### src/core/rtc_defines.vh
`ifndef RTC_DEFINES_VH
`define RTC_DEFINES_VH

// Register word addresses
`define RTC_ADDR_CTRL 3'h0
`define RTC_ADDR_SECHI 3'h1
`define RTC_ADDR_SECLO 3'h2
`define RTC_ADDR_SUBSEC 3'h3
`define RTC_ADDR_ALMHI 3'h4
`define RTC_ADDR_ALMLO 3'h5
`define RTC_ADDR_RELOAD 3'h6
`define RTC_ADDR_TRIM 3'h7

// Control and status bit positions
`define RTC_B_UNLOCK 15
`define RTC_B_OSCDIS 14
`define RTC_B_ALTSRC 13
`define RTC_B_SQRATE 9
`define RTC_B_SQEN 8
`define RTC_B_SSFLAG 7
`define RTC_B_TODFLAG 6
`define RTC_B_RDYIE 5
`define RTC_B_RDY 4
`define RTC_B_BUSY 3
`define RTC_B_SSEN 2
`define RTC_B_TODEN 1
`define RTC_B_RUN 0

// Trim fields
`define RTC_B_TRIMDIR 5
`define RTC_TRIMMAG_MSB 4

// Reset values
`define RTC_RST_OSCDIS 1'b1
`define RTC_RST_BUSY 1'b1
`define RTC_RST_ZERO16 16'h0000

// Divider figures: prescaler counts in input clock cycles, tap bit numbers, trim period mask
`define RTC_PRESC_LAST 7'h7F
`define RTC_PRESC_PRERIPPLE 7'h7E
`define RTC_PRESC_HALF 7'h3F
`define RTC_TAP512_BIT 5
`define RTC_TAP1HZ_BIT 7
`define RTC_TRIM_PERIOD_MASK 4'h0

`endif

### src/core/rtc_counter_alarm_trim.v
// Our own choices: the plain strobed port and the register addresses.
`timescale 1ns/1ps
`default_nettype none
`include "rtc_defines.vh"

// What this block does
// Rate bit picks 512Hz tap when set, 1Hz tap when clear, while output on.
// Square-wave enable drives the chosen tap out; clear leaves the pin undriven.
// Seconds matching 20-bit alarm sets the day-alarm flag; interrupt if enabled.
// Unmasked day alarm also requests stop-mode wakeup and switchback.
// Ready interrupt enable lets a set ready flag raise an interrupt.
// Hardware sets ready after each count update; software may clear it anytime.
// Hardware clears ready one slow clock before each count update, except one inserted by trim.
// Busy sets on reset, count writes, run and alarm enable changes; clears on next slow edge.
// Software waits for busy to clear before trusting a write or enable change.
// Sub-second alarm interrupts only while its enable is set.
// Day alarm interrupts only while its enable is set.
// Run enable gates the 256Hz tick into the counters.
// Run enable is writable only while unlock bit 15 is set.
// Time base is 8-bit sub-second counter into 32-bit seconds, two halves.
// Sub-second counts 256Hz ticks from 32.768 kHz or alternate source.
// Count registers accept writes only with run and busy both clear.
// Alarm compares low 20 bits of alarm against low 20 bits of seconds.
// Day alarm registers writable only with day enable and busy clear.
// Reload register feeds sub-second alarm timer; each reload sets its flag.
// Reload register writable only with sub-second enable and busy clear.
// Trim sign: zero inserts, one removes pulses; trim writable only when unlocked.
// Trim magnitude accumulates every 16 seconds; carry adds or removes 128 clocks.
// While busy, writes to run, alarm enables and counts are blocked.
// Carry: positive trim takes the 512Hz stage, negative masks a 256Hz pulse.
module rtc_counter_alarm_trim #(
    parameter RELOAD_W = 16,
    parameter HF_DIV_LAST = 7'h7F
) (
    // Clock and reset
    input wire mclk,
    input wire reset_n,
    // Register port
    input wire [2:0] regAddr,
    input wire [15:0] regWrData,
    input wire regWr,
    input wire regRd,
    output reg [15:0] regRdData,
    // Slow oscillator pin
    input wire osc32kIn,
    // Square-wave pin
    output reg sqWaveOut,
    output reg sqWaveOe_n,
    // Requests to the system
    output reg irqReq,
    output reg wakeReq,
    output reg oscDisable
);

    // Pin synchroniser and accepted level
    reg oscS1_q, oscS2_q, oscS3_q, oscLvl_q;
    // Control bits
    reg unlock_q, altSrc_q, sqRate_q, sqEn_q, ssFlag_q, todFlag_q, rdyIe_q, rdy_q;
    reg busy_q, ssEn_q, todEn_q, run_q;
    // Counters and alarms
    reg [6:0] presc_q;
    reg [6:0] hfDiv_q;
    reg [7:0] subSec_q;
    reg [31:0] sec_q;
    reg [3:0] almHi_q;
    reg [15:0] almLo_q;
    reg [RELOAD_W-1:0] reload_q;
    reg [RELOAD_W-1:0] ssTimer_q;
    reg secUpd_q, cntUpd_q;
    // Trim
    reg trimDir_q;
    reg [4:0] trimMag_q;
    reg [4:0] trimAcc_q;
    reg trimPend_q;
    // Reload value as seen on the 16-bit read port
    wire [15:0] reloadRd;

    generate
        if (RELOAD_W < 16) begin : g_reloadPad
            assign reloadRd = {{(16-RELOAD_W){1'b0}}, reload_q};
        end else begin : g_reloadFull
            assign reloadRd = reload_q[15:0];
        end
    endgenerate

    wire oscRise = (oscS2_q == oscS3_q) && oscS3_q && !oscLvl_q;
    wire hfTick = (hfDiv_q == HF_DIV_LAST);
    wire srcTick = altSrc_q ? hfTick : oscRise;
    wire stageTick = srcTick && (presc_q == `RTC_PRESC_LAST);
    wire halfTick = srcTick && (presc_q == `RTC_PRESC_HALF);
    // Trim correction on the 256Hz stage
    wire tick256 = (trimPend_q && !trimDir_q) ? (stageTick || halfTick) :
                   (trimPend_q && trimDir_q) ? 1'b0 : stageTick;
    wire trimUsed = trimPend_q && (trimDir_q ? stageTick : (stageTick || halfTick));
    wire cntTick = tick256 && run_q;

    wire wrCtrl = regWr && (regAddr == `RTC_ADDR_CTRL);
    wire cntWrOk = regWr && !run_q && !busy_q;
    wire wrSecHi = cntWrOk && (regAddr == `RTC_ADDR_SECHI);
    wire wrSecLo = cntWrOk && (regAddr == `RTC_ADDR_SECLO);
    wire wrSub = cntWrOk && (regAddr == `RTC_ADDR_SUBSEC);
    wire almWrOk = regWr && !todEn_q && !busy_q;
    wire wrAlmHi = almWrOk && (regAddr == `RTC_ADDR_ALMHI);
    wire wrAlmLo = almWrOk && (regAddr == `RTC_ADDR_ALMLO);
    wire wrReload = regWr && !ssEn_q && !busy_q && (regAddr == `RTC_ADDR_RELOAD);
    wire wrTrim = regWr && unlock_q && (regAddr == `RTC_ADDR_TRIM);

    // Enable changes that are allowed now
    wire runNew = (wrCtrl && !busy_q && unlock_q) ? regWrData[`RTC_B_RUN] : run_q;
    wire ssEnNew = (wrCtrl && !busy_q) ? regWrData[`RTC_B_SSEN] : ssEn_q;
    wire todEnNew = (wrCtrl && !busy_q) ? regWrData[`RTC_B_TODEN] : todEn_q;
    wire busySet = wrSecHi || wrSecLo || wrSub || (runNew != run_q) ||
                   (ssEnNew != ssEn_q) || (todEnNew != todEn_q);

    wire todMatch = secUpd_q && (sec_q[19:0] == {almHi_q, almLo_q});
    wire ssReload = cntTick && ssEn_q && (ssTimer_q == {RELOAD_W{1'b0}});
    wire [5:0] trimSum = {1'b0, trimAcc_q} + {1'b0, trimMag_q};
    wire trimStep = secUpd_q && (sec_q[3:0] == `RTC_TRIM_PERIOD_MASK);

    // Pin synchroniser
    always @(posedge mclk) begin
        if (!reset_n) begin
            oscS1_q <= 1'b0;
            oscS2_q <= 1'b0;
            oscS3_q <= 1'b0;
            oscLvl_q <= 1'b0;
        end else begin
            oscS1_q <= osc32kIn;
            oscS2_q <= oscS1_q;
            oscS3_q <= oscS2_q;
            if (oscS2_q == oscS3_q) begin
                oscLvl_q <= oscS3_q;
            end
        end
    end

    // Dividers and time base
    always @(posedge mclk) begin
        if (!reset_n) begin
            hfDiv_q <= 7'h00;
            presc_q <= 7'h00;
            subSec_q <= 8'h00;
            sec_q <= 32'h00000000;
            secUpd_q <= 1'b0;
            cntUpd_q <= 1'b0;
        end else begin
            hfDiv_q <= hfTick ? 7'h00 : hfDiv_q + 7'h01;
            if (srcTick) begin
                presc_q <= presc_q + 7'h01;
            end
            cntUpd_q <= cntTick;
            secUpd_q <= cntTick && (subSec_q == 8'hFF);
            if (cntTick) begin
                subSec_q <= subSec_q + 8'h01;
                if (subSec_q == 8'hFF) begin
                    sec_q <= sec_q + 32'h00000001;
                end
            end else begin
                if (wrSub) begin
                    subSec_q <= regWrData[7:0];
                end
                if (wrSecHi) begin
                    sec_q[31:16] <= regWrData;
                end
                if (wrSecLo) begin
                    sec_q[15:0] <= regWrData;
                end
            end
        end
    end

    // Trim accumulator
    always @(posedge mclk) begin
        if (!reset_n) begin
            trimDir_q <= 1'b0;
            trimMag_q <= 5'h00;
            trimAcc_q <= 5'h00;
            trimPend_q <= 1'b0;
        end else begin
            if (wrTrim) begin
                trimDir_q <= regWrData[`RTC_B_TRIMDIR];
                trimMag_q <= regWrData[`RTC_TRIMMAG_MSB:0];
            end
            if (trimStep) begin
                trimAcc_q <= trimSum[4:0];
            end
            if (trimStep && trimSum[5]) begin
                trimPend_q <= 1'b1;
            end else if (trimUsed) begin
                trimPend_q <= 1'b0;
            end
        end
    end

    // Alarm registers and sub-second alarm timer
    always @(posedge mclk) begin
        if (!reset_n) begin
            almHi_q <= 4'h0;
            almLo_q <= `RTC_RST_ZERO16;
            reload_q <= {RELOAD_W{1'b0}};
            ssTimer_q <= {RELOAD_W{1'b0}};
        end else begin
            if (wrAlmHi) begin
                almHi_q <= regWrData[3:0];
            end
            if (wrAlmLo) begin
                almLo_q <= regWrData;
            end
            if (wrReload) begin
                reload_q <= regWrData[RELOAD_W-1:0];
            end
            if (!ssEn_q || ssReload) begin
                ssTimer_q <= reload_q;
            end else if (cntTick) begin
                ssTimer_q <= ssTimer_q - {{(RELOAD_W-1){1'b0}}, 1'b1};
            end
        end
    end

    // Control and status register
    always @(posedge mclk) begin
        if (!reset_n) begin
            unlock_q <= 1'b0;
            oscDisable <= `RTC_RST_OSCDIS;
            altSrc_q <= 1'b0;
            sqRate_q <= 1'b0;
            sqEn_q <= 1'b0;
            ssFlag_q <= 1'b0;
            todFlag_q <= 1'b0;
            rdyIe_q <= 1'b0;
            rdy_q <= 1'b0;
            busy_q <= `RTC_RST_BUSY;
            ssEn_q <= 1'b0;
            todEn_q <= 1'b0;
            run_q <= 1'b0;
        end else begin
            run_q <= runNew;
            ssEn_q <= ssEnNew;
            todEn_q <= todEnNew;
            if (wrCtrl) begin
                unlock_q <= regWrData[`RTC_B_UNLOCK];
                oscDisable <= regWrData[`RTC_B_OSCDIS];
                sqRate_q <= regWrData[`RTC_B_SQRATE];
                sqEn_q <= regWrData[`RTC_B_SQEN];
                rdyIe_q <= regWrData[`RTC_B_RDYIE];
                if (!run_q) begin
                    altSrc_q <= regWrData[`RTC_B_ALTSRC];
                end
            end
            // Hardware set wins over a software clear
            if (busySet) begin
                busy_q <= 1'b1;
            end else if (srcTick) begin
                busy_q <= 1'b0;
            end
            if (ssReload) begin
                ssFlag_q <= 1'b1;
            end else if (wrCtrl && !regWrData[`RTC_B_SSFLAG]) begin
                ssFlag_q <= 1'b0;
            end
            if (todMatch) begin
                todFlag_q <= 1'b1;
            end else if (wrCtrl && !regWrData[`RTC_B_TODFLAG]) begin
                todFlag_q <= 1'b0;
            end
            if (cntUpd_q) begin
                rdy_q <= 1'b1;
            end else if (srcTick && run_q && (presc_q == `RTC_PRESC_PRERIPPLE)) begin
                rdy_q <= 1'b0;
            end else if (wrCtrl && !regWrData[`RTC_B_RDY]) begin
                rdy_q <= 1'b0;
            end
        end
    end

    // Requests and square-wave pin
    always @(posedge mclk) begin
        if (!reset_n) begin
            irqReq <= 1'b0;
            wakeReq <= 1'b0;
            sqWaveOut <= 1'b0;
            sqWaveOe_n <= 1'b1;
        end else begin
            irqReq <= (ssFlag_q && ssEn_q) ||
                      (todFlag_q && todEn_q) ||
                      (rdy_q && rdyIe_q);
            wakeReq <= todFlag_q && todEn_q;
            sqWaveOut <= sqEn_q && (sqRate_q ? presc_q[`RTC_TAP512_BIT] :
                                               subSec_q[`RTC_TAP1HZ_BIT]);
            sqWaveOe_n <= !sqEn_q;
        end
    end

    // Register reads, data valid in the following cycle only
    always @(posedge mclk) begin
        if (!reset_n) begin
            regRdData <= `RTC_RST_ZERO16;
        end else if (!regRd) begin
            regRdData <= `RTC_RST_ZERO16;
        end else if (regAddr == `RTC_ADDR_CTRL) begin
            regRdData <= {unlock_q, oscDisable, altSrc_q, 3'b000, sqRate_q, sqEn_q,
                          ssFlag_q, todFlag_q, rdyIe_q, rdy_q, busy_q, ssEn_q,
                          todEn_q, run_q};
        end else if (regAddr == `RTC_ADDR_SECHI) begin
            regRdData <= sec_q[31:16];
        end else if (regAddr == `RTC_ADDR_SECLO) begin
            regRdData <= sec_q[15:0];
        end else if (regAddr == `RTC_ADDR_SUBSEC) begin
            regRdData <= {8'h00, subSec_q};
        end else if (regAddr == `RTC_ADDR_ALMHI) begin
            regRdData <= {12'h000, almHi_q};
        end else if (regAddr == `RTC_ADDR_ALMLO) begin
            regRdData <= almLo_q;
        end else if (regAddr == `RTC_ADDR_RELOAD) begin
            regRdData <= reloadRd;
        end else begin
            regRdData <= {10'h000, trimDir_q, trimMag_q};
        end
    end

endmodule // rtc_counter_alarm_trim

`default_nettype wire

### config.mk
export PLATFORM = sky130hd
export DESIGN_NAME = rtc_counter_alarm_trim
export DESIGN_NICKNAME = d
export VERILOG_FILES = /design/src/core/rtc_counter_alarm_trim.v
export VERILOG_INCLUDE_DIRS = /design/src /design/src/core
export SDC_FILE = /design/constraint.sdc
export NUM_CORES = 1
export LEC_CHECK = 0
export ABC_AREA = 1
export BUFFER_PORTS_ARGS = -buffer_cell sky130_fd_sc_hd__buf_4
export CORE_MARGIN = 3
export CORE_UTILIZATION = 45
export DETAILED_ROUTE_END_ITERATION = 6
export PLACE_DENSITY = 0.59
export SLEW_MARGIN = 20
export SYNTH_ARGS = -nofsm -noshare
export SYNTH_HDL_FRONTEND = slang
export SYNTH_SLANG_ARGS = --single-unit
### constraint.sdc
create_clock -name mclk -period 5 [get_ports mclk]
set_input_delay 1.5 -clock mclk [delete_from_list [all_inputs] [get_ports mclk]]
set_output_delay 1.5 -clock mclk [all_outputs]
set_load 0.005 [all_outputs]
==> run_results.csv, run 1 <==
group,metric,value,unit
route,drc_errors,0,
clocking,tritoncts,"built",
clocking,cts_resized,0,
route,wire_per_inst,16.77,um
clocking,root_buffer,"clkbuf_16",
timing,tightest_slew,0.9000,ns
timing,rsz0062_at_grt,"false",
grt,grt_pass1_vias,7892,
die,die-area,21230,um^2
logic_synthesis,yosysTopAreaCell,"dfxtp_1",
setup_path,worstPathMaxFanout,32,
timing,slew_violations,0,
power_and_ir_drop,leakage,4.155,nW
logic_synthesis,synth_edf_count,0,
timing,relSlewSlack,0.3986,
grt,grtUsageMet3,0.04204,
clocking,htree_levels,4,
logic_synthesis,syn_nets,1394,
die,pin_count,45,
timing,setup_tns,0,ns
logic_synthesis,syn_inst,1355,
clocking,clkSinkCount,157,
clocking,cts_buffers,17,
clocking,cts_setup_buffers,0,
setup_path,reg2reg_depth,11,
route,num_vias,8704,
grt,grt_usage,0.2561,
grt,grtUsageMet1,0.3789,
timing,setup-violations-final,0,
logic_synthesis,avgSynthCellArea,6.483,um^2
logic_synthesis,yosysMostFrequentCell,"nand2_1",
hold_path,min_to,"oscS2_q$_SDFF_PN0_",
timing,period_share,0.6704,
logic_synthesis,synth_commonest_cells,"nand2_1, nor2_1, inv_1",
hold_path,min_path_type,"reg2reg",
grt,grt_max_degree,71,
setup_path,critical_path_buf_inv_count,3,
finish,drive_gt1_frac,0.07847,
route,vias_per_cell,5.278,
logic_synthesis,synth-main-ff-cell,"dfxtp_1",
setup_path,cp-start-kind,"input pin",
timing,fmax,0.2983,GHz
route,wl,27.65,mm
timing,fin_skew,0.009743,ns
grt,grt.busiest_layer,"met2",
power_and_ir_drop,ir_worst_vdd,0.0001997,V
job,timing.max_cap.violations,0,
setup_path,slowest_delay,0.57,ns
placed_design,port_buffers,44,
finish,diodes,0,
placed_design,dpl.hpwl,20.29,mm
route,dr.pass1.iters,6,
setup_path,cp.required,5.29,ns
logic_synthesis,syn_area,8785,um^2
logic_synthesis,synth_top_area_frac,0.3578,
clocking,clockBufferDepth,2,
hold_path,hold_depth,2,
die,num_rows,50,
grt,overflow,0,
status,status,"finished clean",
grt,grt_use_met2,0.3885,
clocking,ctsHoldBuffers,0,
setup_path,worst-setup-path-type,"in2reg",
logic_synthesis,synth_cell_type_count,45,
die,core_region_area,18960,um^2
setup_path,crit_family,"simple AND/OR/NAND/NOR gates",
logic_synthesis,async_flop_share,0,
placed_design,placedInstanceArea,9236,um^2
die,die_width,145.7,um
timing,whs,0.4156,ns
finish,area_delta_synth_final,11.68,%
clocking,clk_latency,0.44,ns
logic_synthesis,synth-seq-cells,157,
timing,finalHoldViolCount,0,
setup_path,r2r-start,"presc_q[1]$_SDFFE_PN0P_",
grt,grt_pass1_wl,43.55,mm
setup_path,critical-path-slowest-cell,"nand2_1",
setup_path,crit_chain,"buf_4, inv_1, nand3_1, inv_2, nand2_1, o21ai_0, a21oi_1",
logic_synthesis,ys_seq_area_frac,0.3578,
finish,final_cell_area,9811,um^2
timing,layout_min_cycle_time,3.352,ns
die,initial_utilization,0.4634,
hold_path,hold_path.startpoint,"oscS1_q$_SDFF_PN0_",
die,die_h,145.7,um
finish,finalNetCount,1415,
route,ant_nets,0,
grt,antenna_found_initial,0,
placed_design,gp_congestion,0.9779,
setup_path,rrSetupSlack,2.31,ns
logic_synthesis,synth_top_cells_by_area,"dfxtp_1, nand2_1, nor2_1",
setup_path,crit_arrival,3.64,ns
setup_path,cp-end-kind,"register",
route,drt_iter0_markers,990,
setup_path,r2r_end,"sec_q[23]$_SDFFE_PN0P_",
power_and_ir_drop,power.density,274.5,nW/um^2
logic_synthesis,yosysWarnings,0,
clocking,clk_pin_slew,0.06,ns
[area by class of cell]
| class | instances | area [um^2] |
|---|---|---|
| Clock buffer | 19 | 442.9 |
| Clock inverter | 13 | 131.4 |
| Fill cell | 1978 | 9145 |
| Inverter | 164 | 615.6 |
| Multi-Input combinational cell | 986 | 4777 |
| Sequential cell | 157 | 3143 |
| Tap cell | 260 | 325.3 |
| Timing Repair Buffer | 50 | 375.4 |
[power by group]
part           internal, mW  switching [mW]
clock network         0.710           0.578
logic                0.0428          0.0937
registers              1.26         0.00823
total                  2.01           0.680
[routing by layer]
layer	share of wire	vias up
li1	-	4416
met1	0.48	3942
met2	0.44	309
met3	0.066	37
met4	0.014	0
met5	0	-
[tightest hold or removal path: cells and delay by family (launching register included)]
family / cells / cell delay (ns)
AND/OR/NAND/NOR: 1 / 0.05
flip-flops: 1 / 0.31
buffers and inverters: 1 / 0.04
[state kept, by name, summed over array words and instances, names as in the netlist, 5 cells and up]
name / count
reloadRd: 16
hfDiv_q: 7
subSec_q: 8
sec_q: 32
ssTimer_q: 16
presc_q: 7
regRdData: 16
almLo_q: 16
trimAcc_q: 5
trimMag_q: 5
[through the flow]
| step | utilization | std cells | worst slack, ns | power [mW] |
|---|---|---|---|---|
| finish | 0.5176 | 1649 | 1.648 | 2.693 |
| global route | 0.5176 | 1649 | 1.475 | 2.777 |
| CTS | 0.5176 | 1649 | 1.750 | 2.706 |
| detailed placement | 0.4873 | 1617 | 1.298 | 1.430 |
| global placement | 0.4873 | 1617 | 1.371 | 1.431 |
| floorplan | - | 1355 | 2.278 | 1.372 |
[cell families after synthesis]
logic type               synth area share
AO/OA/AOI/OAI                      0.1592
XOR/XNOR                          0.03689
adder cells (fa/ha/maj)           0.02222
buffers and inverters             0.09899
flip-flops                         0.3578
AND/OR/NAND/NOR                    0.3249
[worst max path at each step]
stage	from	to	slack (ns)	depth (start not counted)
after floorplan	regAddr[2]	reloadRd[10]$_SDFFE_PN0P_	2.28	7
final	regAddr[1]	almLo_q[0]$_SDFFE_PN0P_	1.65	7
after global placement	regAddr[1]	almLo_q[11]$_SDFFE_PN0P_	1.37	7
after detailed placement	regAddr[1]	almLo_q[13]$_SDFFE_PN0P_	1.30	7
after CTS	regAddr[1]	almLo_q[13]$_SDFFE_PN0P_	1.75	7
after global routing	regAddr[1]	almLo_q[14]$_SDFFE_PN0P_	1.48	7
[cell usage in the layout, fill, tap and decap left out, types with 9 or more instances in the layout]
master	instances
nand2_1	340
nor2_1	190
inv_1	158
dfxtp_1	157
o21ai_0	120
a21oi_1	97
nand3_1	61
buf_4	50
xor2_1	27
nand4_1	26
o22ai_1	18
nor3_1	17
clkbuf_16	17
ha_1	14
o21ai_1	11
xnor2_1	10
nand3b_1	9
Note: power is estimated with default switching activity, not from simulation.
==> run 2: changes to the inputs <==
--- a/config.mk
+++ b/config.mk
@@ -11,7 +11,7 @@
 export CORE_MARGIN = 3
 export CORE_UTILIZATION = 45
 export DETAILED_ROUTE_END_ITERATION = 6
-export PLACE_DENSITY = 0.59
+export PLACE_DENSITY = 0.61
 export SLEW_MARGIN = 20
 export SYNTH_ARGS = -nofsm -noshare
 export SYNTH_HDL_FRONTEND = slang
==> constraint.sdc (replaced) <==
create_clock -name mclk -period 2.99 [get_ports mclk]
set_input_delay 0.897 -clock mclk [delete_from_list [all_inputs] [get_ports mclk]]
set_output_delay 0.897 -clock mclk [all_outputs]
set_load 0.005 [all_outputs]
==> run 2 against run 1 <==
- largest power group unchanged
- worst hold slack better by 0.017 ns
- via count up 0.87%
- die area is the same
- sequential share of layout area fell by 0.28 points
==> run_results.csv, run 2 (synthesized netlist as in run 1, its figures left out) <==
group,metric,value,unit
timing,fmax,0.4286,GHz
timing,relSlewSlack,0.5257,
die,initial_utilization,0.4634,
finish,area_delta_synth_final,12.66,%
grt,grt_max_degree,123,
setup_path,crit_arrival,2.71,ns
finish,largest_reg_flops,32,
clocking,tritoncts,"built",
clocking,clkSinkCount,157,
finish,largest_register,"sec_q",
grt,grt_pass1_wl,44.53,mm
timing,slew_violations,0,
route,dr.pass1.iters,5,
route,drt_iter0_markers,858,
timing,whs,0.4324,ns
timing,rsz0062_at_grt,"false",
power_and_ir_drop,power,4.549,mW
finish,layout_common_cells,"nand2_1, nor2_1, inv_1",
route,wl_met3,1.924,mm
finish,finalNonFillerCells,1656,
finish,multi_input_area,4777,um^2
grt,antenna_found_initial,0,
power_and_ir_drop,leakage,4.213,nW
setup_path,cp-end-kind,"register",
route,ant_nets,0,
clocking,cts_buffers,17,
finish,fill_cells,1968,
finish,seq_area,3143,um^2
power_and_ir_drop,p_sw,1.098,mW
route,wire_per_inst,16.77,um
route,wl,27.77,mm
grt,overflow,0,
timing,tightest_slew,0.7106,ns
clocking,cts_setup_buffers,0,
clocking,root_buffer,"clkbuf_16",
grt,grt_usage,0.2612,
finish,drive_gt1_frac,0.08381,
status,status,"finished clean",
power_and_ir_drop,pwr-share-seq,0.466,
placed_design,placedInstanceArea,9301,um^2
power_and_ir_drop,ir_worst_vdd,0.0003433,V
power_and_ir_drop,switching_share,0.2414,
timing,period_share,0.7803,
clocking,ctsHoldBuffers,0,
route,num_vias,8780,
route,wl_met2,12.21,mm
die,core_region_area,18960,um^2
placed_design,port_buffers,44,
timing,setup-violations-final,0,
placed_design,dp.cells,1624,
power_and_ir_drop,power_frac_comb,0.051,
finish,finalNetCount,1422,
timing,fin_skew,0.01203,ns
power_and_ir_drop,p_int,3.451,mW
die,die_width,145.7,um
die,die_h,145.7,um
finish,diodes,0,
die,pin_count,45,
hold_path,min_path_type,"reg2reg",
route,vias_per_cell,5.302,
placed_design,dpl.hpwl,20.23,mm
clocking,clockBufferDepth,2,
job,timing.max_cap.violations,0,
finish,final_common_cell,"nand2_1",
die,num_rows,50,
clocking,clk_pin_slew,0.06,ns
timing,layout_min_cycle_time,2.333,ns
timing,finalHoldViolCount,0,
setup_path,worst-setup-path-type,"reg2reg",
setup_path,cp-start-kind,"register",
grt,grt_pass1_vias,8085,
clocking,clk_latency,0.43,ns
setup_path,worstPathMaxFanout,17,
route,met1Wirelength,13.19,mm
power_and_ir_drop,power.density,459.7,nW/um^2
clocking,cts_resized,0,
setup_path,cp.required,3.36,ns
power_and_ir_drop,power.share.clock,0.483,
die,die-area,21230,um^2
route,drc_errors,0,
placed_design,gp_congestion,0.9359,
finish,final_cell_area,9897,um^2
route,top_layer,"met4",
timing,setup_tns,0,ns
clocking,htree_levels,4,
run 2: critical path: stages (launching register included):
cell and delay (ns):
dfxtp_1 0.38, ha_1 0.23, nand3_1 0.09, nor2_1 0.19, nand4_2 0.48, o21bai_4 0.53
nand2_1 0.16, nand3_1 0.10, nand2_1 0.05, inv_1 0.06
run 2: final timing paths:
kind                                         startpoint                   endpoint  slack (ns)  cells after the start
worst max-delay path            presc_q[1]$_SDFFE_PN0P_  ssTimer_q[8]$_SDFFE_PN0P_        0.66                      9
worst min-delay path                 oscS1_q$_SDFF_PN0_         oscS2_q$_SDFF_PN0_        0.43                      2
worst max register to register  presc_q[1]$_SDFFE_PN0P_  ssTimer_q[8]$_SDFFE_PN0P_        0.66                      9
worst min register to register       oscS1_q$_SDFF_PN0_         oscS2_q$_SDFF_PN0_        0.43                      2
run 2: layer usage:
metal | vias to the layer above | GRT usage
met5 | - | 0
met4 | 0 | 0.06078
met2 | 326 | 0.4006
met1 | 3996 | 0.3800
li1 | 4425 | -
met3 | 33 | 0.05139
run 2: through the flow:
stage | utilization | setup WS (ns)
after floorplan | - | 0.8713
after global placement | 0.4907 | 0.5553
after detailed placement | 0.4907 | 0.5579
after global routing | 0.5221 | 0.3649
after CTS | 0.5221 | 0.6443
final | 0.5221 | 0.6570
run 2: cell type report:
| cell class | count | share of cell area |
|---|---|---|
| clock buffers | 22 | 0.04994 |
| clock inverters | 10 | 0.01024 |
| inverters | 164 | 0.06220 |
| multi-input cells | 986 | 0.4827 |
| flip-flops and latches | 157 | 0.3176 |
| well taps | 260 | 0.03287 |
| repair buffers | 57 | 0.04450 |
run 2: power groups by stage:
stage                     logic (mW)  registers (mW)  clock network [mW]
after floorplan                0.130            2.16                   0
after global placement         0.227            2.17                   0
after detailed placement       0.228            2.17                   0
after CTS                      0.229            2.12                2.22
after global routing           0.256            2.12                2.32
final                          0.230            2.12                2.20
==> run 3: changes to the inputs <==
--- a/config.mk
+++ b/config.mk
@@ -11,7 +11,7 @@
 export CORE_MARGIN = 3
 export CORE_UTILIZATION = 45
 export DETAILED_ROUTE_END_ITERATION = 6
-export PLACE_DENSITY = 0.61
+export PLACE_DENSITY = 0.59
 export SLEW_MARGIN = 20
 export SYNTH_ARGS = -nofsm -noshare
 export SYNTH_HDL_FRONTEND = slang
==> constraint.sdc (replaced) <==
create_clock -name mclk -period 2.4 [get_ports mclk]
set_input_delay 0.72 -clock mclk [delete_from_list [all_inputs] [get_ports mclk]]
set_output_delay 0.72 -clock mclk [all_outputs]
set_load 0.005 [all_outputs]
==> run 3 against run 2 <==
- fmax increased by 13%
- clock power increased by 20%
- first-iteration DRC count decreased by 18%
- largest power group is now sequential cells
- global-route usage decreased by 0.095 points
- worst setup slack got worse by 0.32 ns
- clock-buffer cell count decreased by 5
- worst hold slack got worse by 0.017 ns
- register-to-register slack got worse by 0.32 ns
- final cell count increased by 0.79%
- critical path depth increased by 1
- combinational power increased by 27%
==> run_results.csv, run 3 (synthesized netlist as in run 1, its figures left out) <==
group,metric,value,unit
die,die-area,21230,um^2
timing,layout_min_cycle_time,2.060,ns
timing,fin_skew,0.01684,ns
timing,fmax,0.4854,GHz
finish,area_delta_synth_final,13.72,%
power_and_ir_drop,power.density,558.3,nW/um^2
timing,period_share,0.8583,
timing,finalHoldViolCount,0,
power_and_ir_drop,p_int,4.168,mW
timing,setup-violations-final,0,
clocking,cts_resized,0,
route,vias_per_cell,5.232,
grt,grt_max_degree,51,
die,die_width,145.7,um
hold_path,hold_path.startpoint,"oscS1_q$_SDFF_PN0_",
power_and_ir_drop,p_sw,1.409,mW
finish,diodes,0,
die,die_h,145.7,um
power_and_ir_drop,power.share.clock,0.474,
clocking,clk_latency,0.44,ns
setup_path,crit_arrival,2.39,ns
setup_path,r2r_end,"sec_q[14]$_SDFFE_PN0P_",
finish,final_common_cell,"nand2_1",
placed_design,port_buffers,44,
clocking,clkSinkCount,157,
hold_path,hold_depth,2,
setup_path,worst-setup-path-type,"reg2reg",
finish,finalNetCount,1435,
power_and_ir_drop,ir_worst_vdd,0.0004664,V
setup_path,rrSetupSlack,0.34,ns
timing,tightest_slew,0.6835,ns
route,wl,27.91,mm
timing,slew_violations,0,
finish,finalNonFillerCells,1669,
power_and_ir_drop,switching_share,0.2527,
grt,overflow,0,
route,ant_nets,0,
placed_design,gp_congestion,0.9172,
timing,rsz0062_at_grt,"false",
grt,grt_usage,0.2602,
placed_design,dpl.hpwl,20.88,mm
status,status,"finished clean",
clocking,ctsHoldBuffers,0,
route,drt_iter0_markers,707,
finish,largest_reg_flops,32,
power_and_ir_drop,power_frac_comb,0.052,
placed_design,dp.cells,1637,
finish,drive_gt1_frac,0.09226,
clocking,root_buffer,"clkbuf_16",
job,timing.max_cap.violations,0,
die,initial_utilization,0.4634,
power_and_ir_drop,pwr-share-seq,0.474,
placed_design,placedInstanceArea,9424,um^2
hold_path,min_to,"oscS2_q$_SDFF_PN0_",
finish,fill_cells,2014,
route,num_vias,8732,
grt,antenna_found_initial,0,
finish,largest_register,"sec_q",
clocking,tritoncts,"built",
route,drc_errors,0,
grt,grt_pass1_wl,44.17,mm
die,num_rows,50,
route,dr.pass1.iters,5,
power_and_ir_drop,leakage,4.270,nW
setup_path,r2r-start,"presc_q[1]$_SDFFE_PN0P_",
grt,grt_pass1_vias,8022,
setup_path,cp-end-kind,"register",
timing,setup_tns,0,ns
hold_path,min_path_type,"reg2reg",
setup_path,reg2reg_depth,10,
finish,final_cell_area,9990,um^2
die,core_region_area,18960,um^2
setup_path,cp-start-kind,"register",
clocking,cts_buffers,17,
setup_path,worstPathMaxFanout,16,
setup_path,cp.required,2.73,ns
clocking,htree_levels,4,
clocking,clockBufferDepth,2,
route,wire_per_inst,16.72,um
timing,relSlewSlack,0.5439,
die,pin_count,45,
finish,layout_common_cells,"nand2_1, nor2_1, inv_1",
power_and_ir_drop,power,5.577,mW
clocking,cts_setup_buffers,0,
clocking,clk_pin_slew,0.07,ns
[run 3: changes by cell type in the layout (fill, tap and decap cells not counted), moves of 2 or more]
cell	before	now
clkinv_2	2	4
clkinvlp_4	0	2
buf_12	1	3
clkbuf_8	5	0
inv_8	0	2
buf_4	56	67
[run 3: power by group through the flow]
stage                     registers [mW]  logic [mW]  clock network, mW
final                               2.64       0.292               2.64
after detailed placement            2.70       0.289                  0
after global routing                2.64       0.325               2.79
after CTS                           2.64       0.290               2.69
after floorplan                     2.70       0.162                  0
after global placement              2.70       0.289                  0
[run 3: worst max-delay path by stage]
stage / startpoint / to / slack, ns / depth (start not counted)
2_1_floorplan: regAddr[2] / reloadRd[10]$_SDFFE_PN0P_ / 0.46 / 7
3_3_place_gp: regAddr[0] / regRdData[7]$_SDFF_PN0_ / 0.17 / 7
3_5_place_dp: regAddr[0] / regRdData[7]$_SDFF_PN0_ / 0.24 / 7
4_1_cts: hfDiv_q[0]$_SDFF_PP0_ / sec_q[18]$_SDFFE_PN0P_ / 0.36 / 12
5_1_grt: sec_q[0]$_SDFFE_PN0P_ / sec_q[14]$_SDFFE_PN0P_ / 0.13 / 10
6_report: presc_q[1]$_SDFFE_PN0P_ / sec_q[14]$_SDFFE_PN0P_ / 0.34 / 10
[run 3: metrics by stage]
step | util | hold WS, ns | worst slack (ns)
final | 0.5270 | 0.4152 | 0.3400
after detailed placement | 0.4972 | 0.3999 | 0.2354
after floorplan | - | 0.3789 | 0.4583
after global routing | 0.5270 | 0.4333 | 0.1321
after global placement | 0.4972 | 0.4010 | 0.1697
after CTS | 0.5270 | 0.4175 | 0.3575
[run 3: layout make-up]
| type | instances | area (um^2) | share of cell area |
|---|---|---|---|
| clock buffer | 17 | 425.4 | 0.04259 |
| clock inverter | 15 | 140.1 | 0.01403 |
| inverter | 164 | 615.6 | 0.06162 |
| multi-input combinational | 986 | 4777 | 0.4782 |
| sequential | 157 | 3143 | 0.3146 |
| tap | 260 | 325.3 | 0.03257 |
| timing repair buffer | 70 | 563.0 | 0.05636 |
[run 3: worst max-delay path, cell delays in order (launching register included)]
cell,delay [ns]
dfxtp_1,0.38
ha_1,0.23
nand3_1,0.10
nor2_1,0.19
nand3_2,0.15
nor2_4,0.23
nand2_4,0.12
nand2_4,0.14
inv_2,0.18
nor2_1,0.18
nor2_1,0.06
[run 3: per-layer routing]
| layer | vias up | global-route usage | routed length [um] |
|---|---|---|---|
| li1 | 4450 | - | - |
| met1 | 4019 | 0.3823 | 13760 |
| met2 | 230 | 0.3959 | 12210 |
| met3 | 33 | 0.04142 | 1395 |
| met4 | 0 | 0.07312 | 552 |
| met5 | - | 0 | 0 |
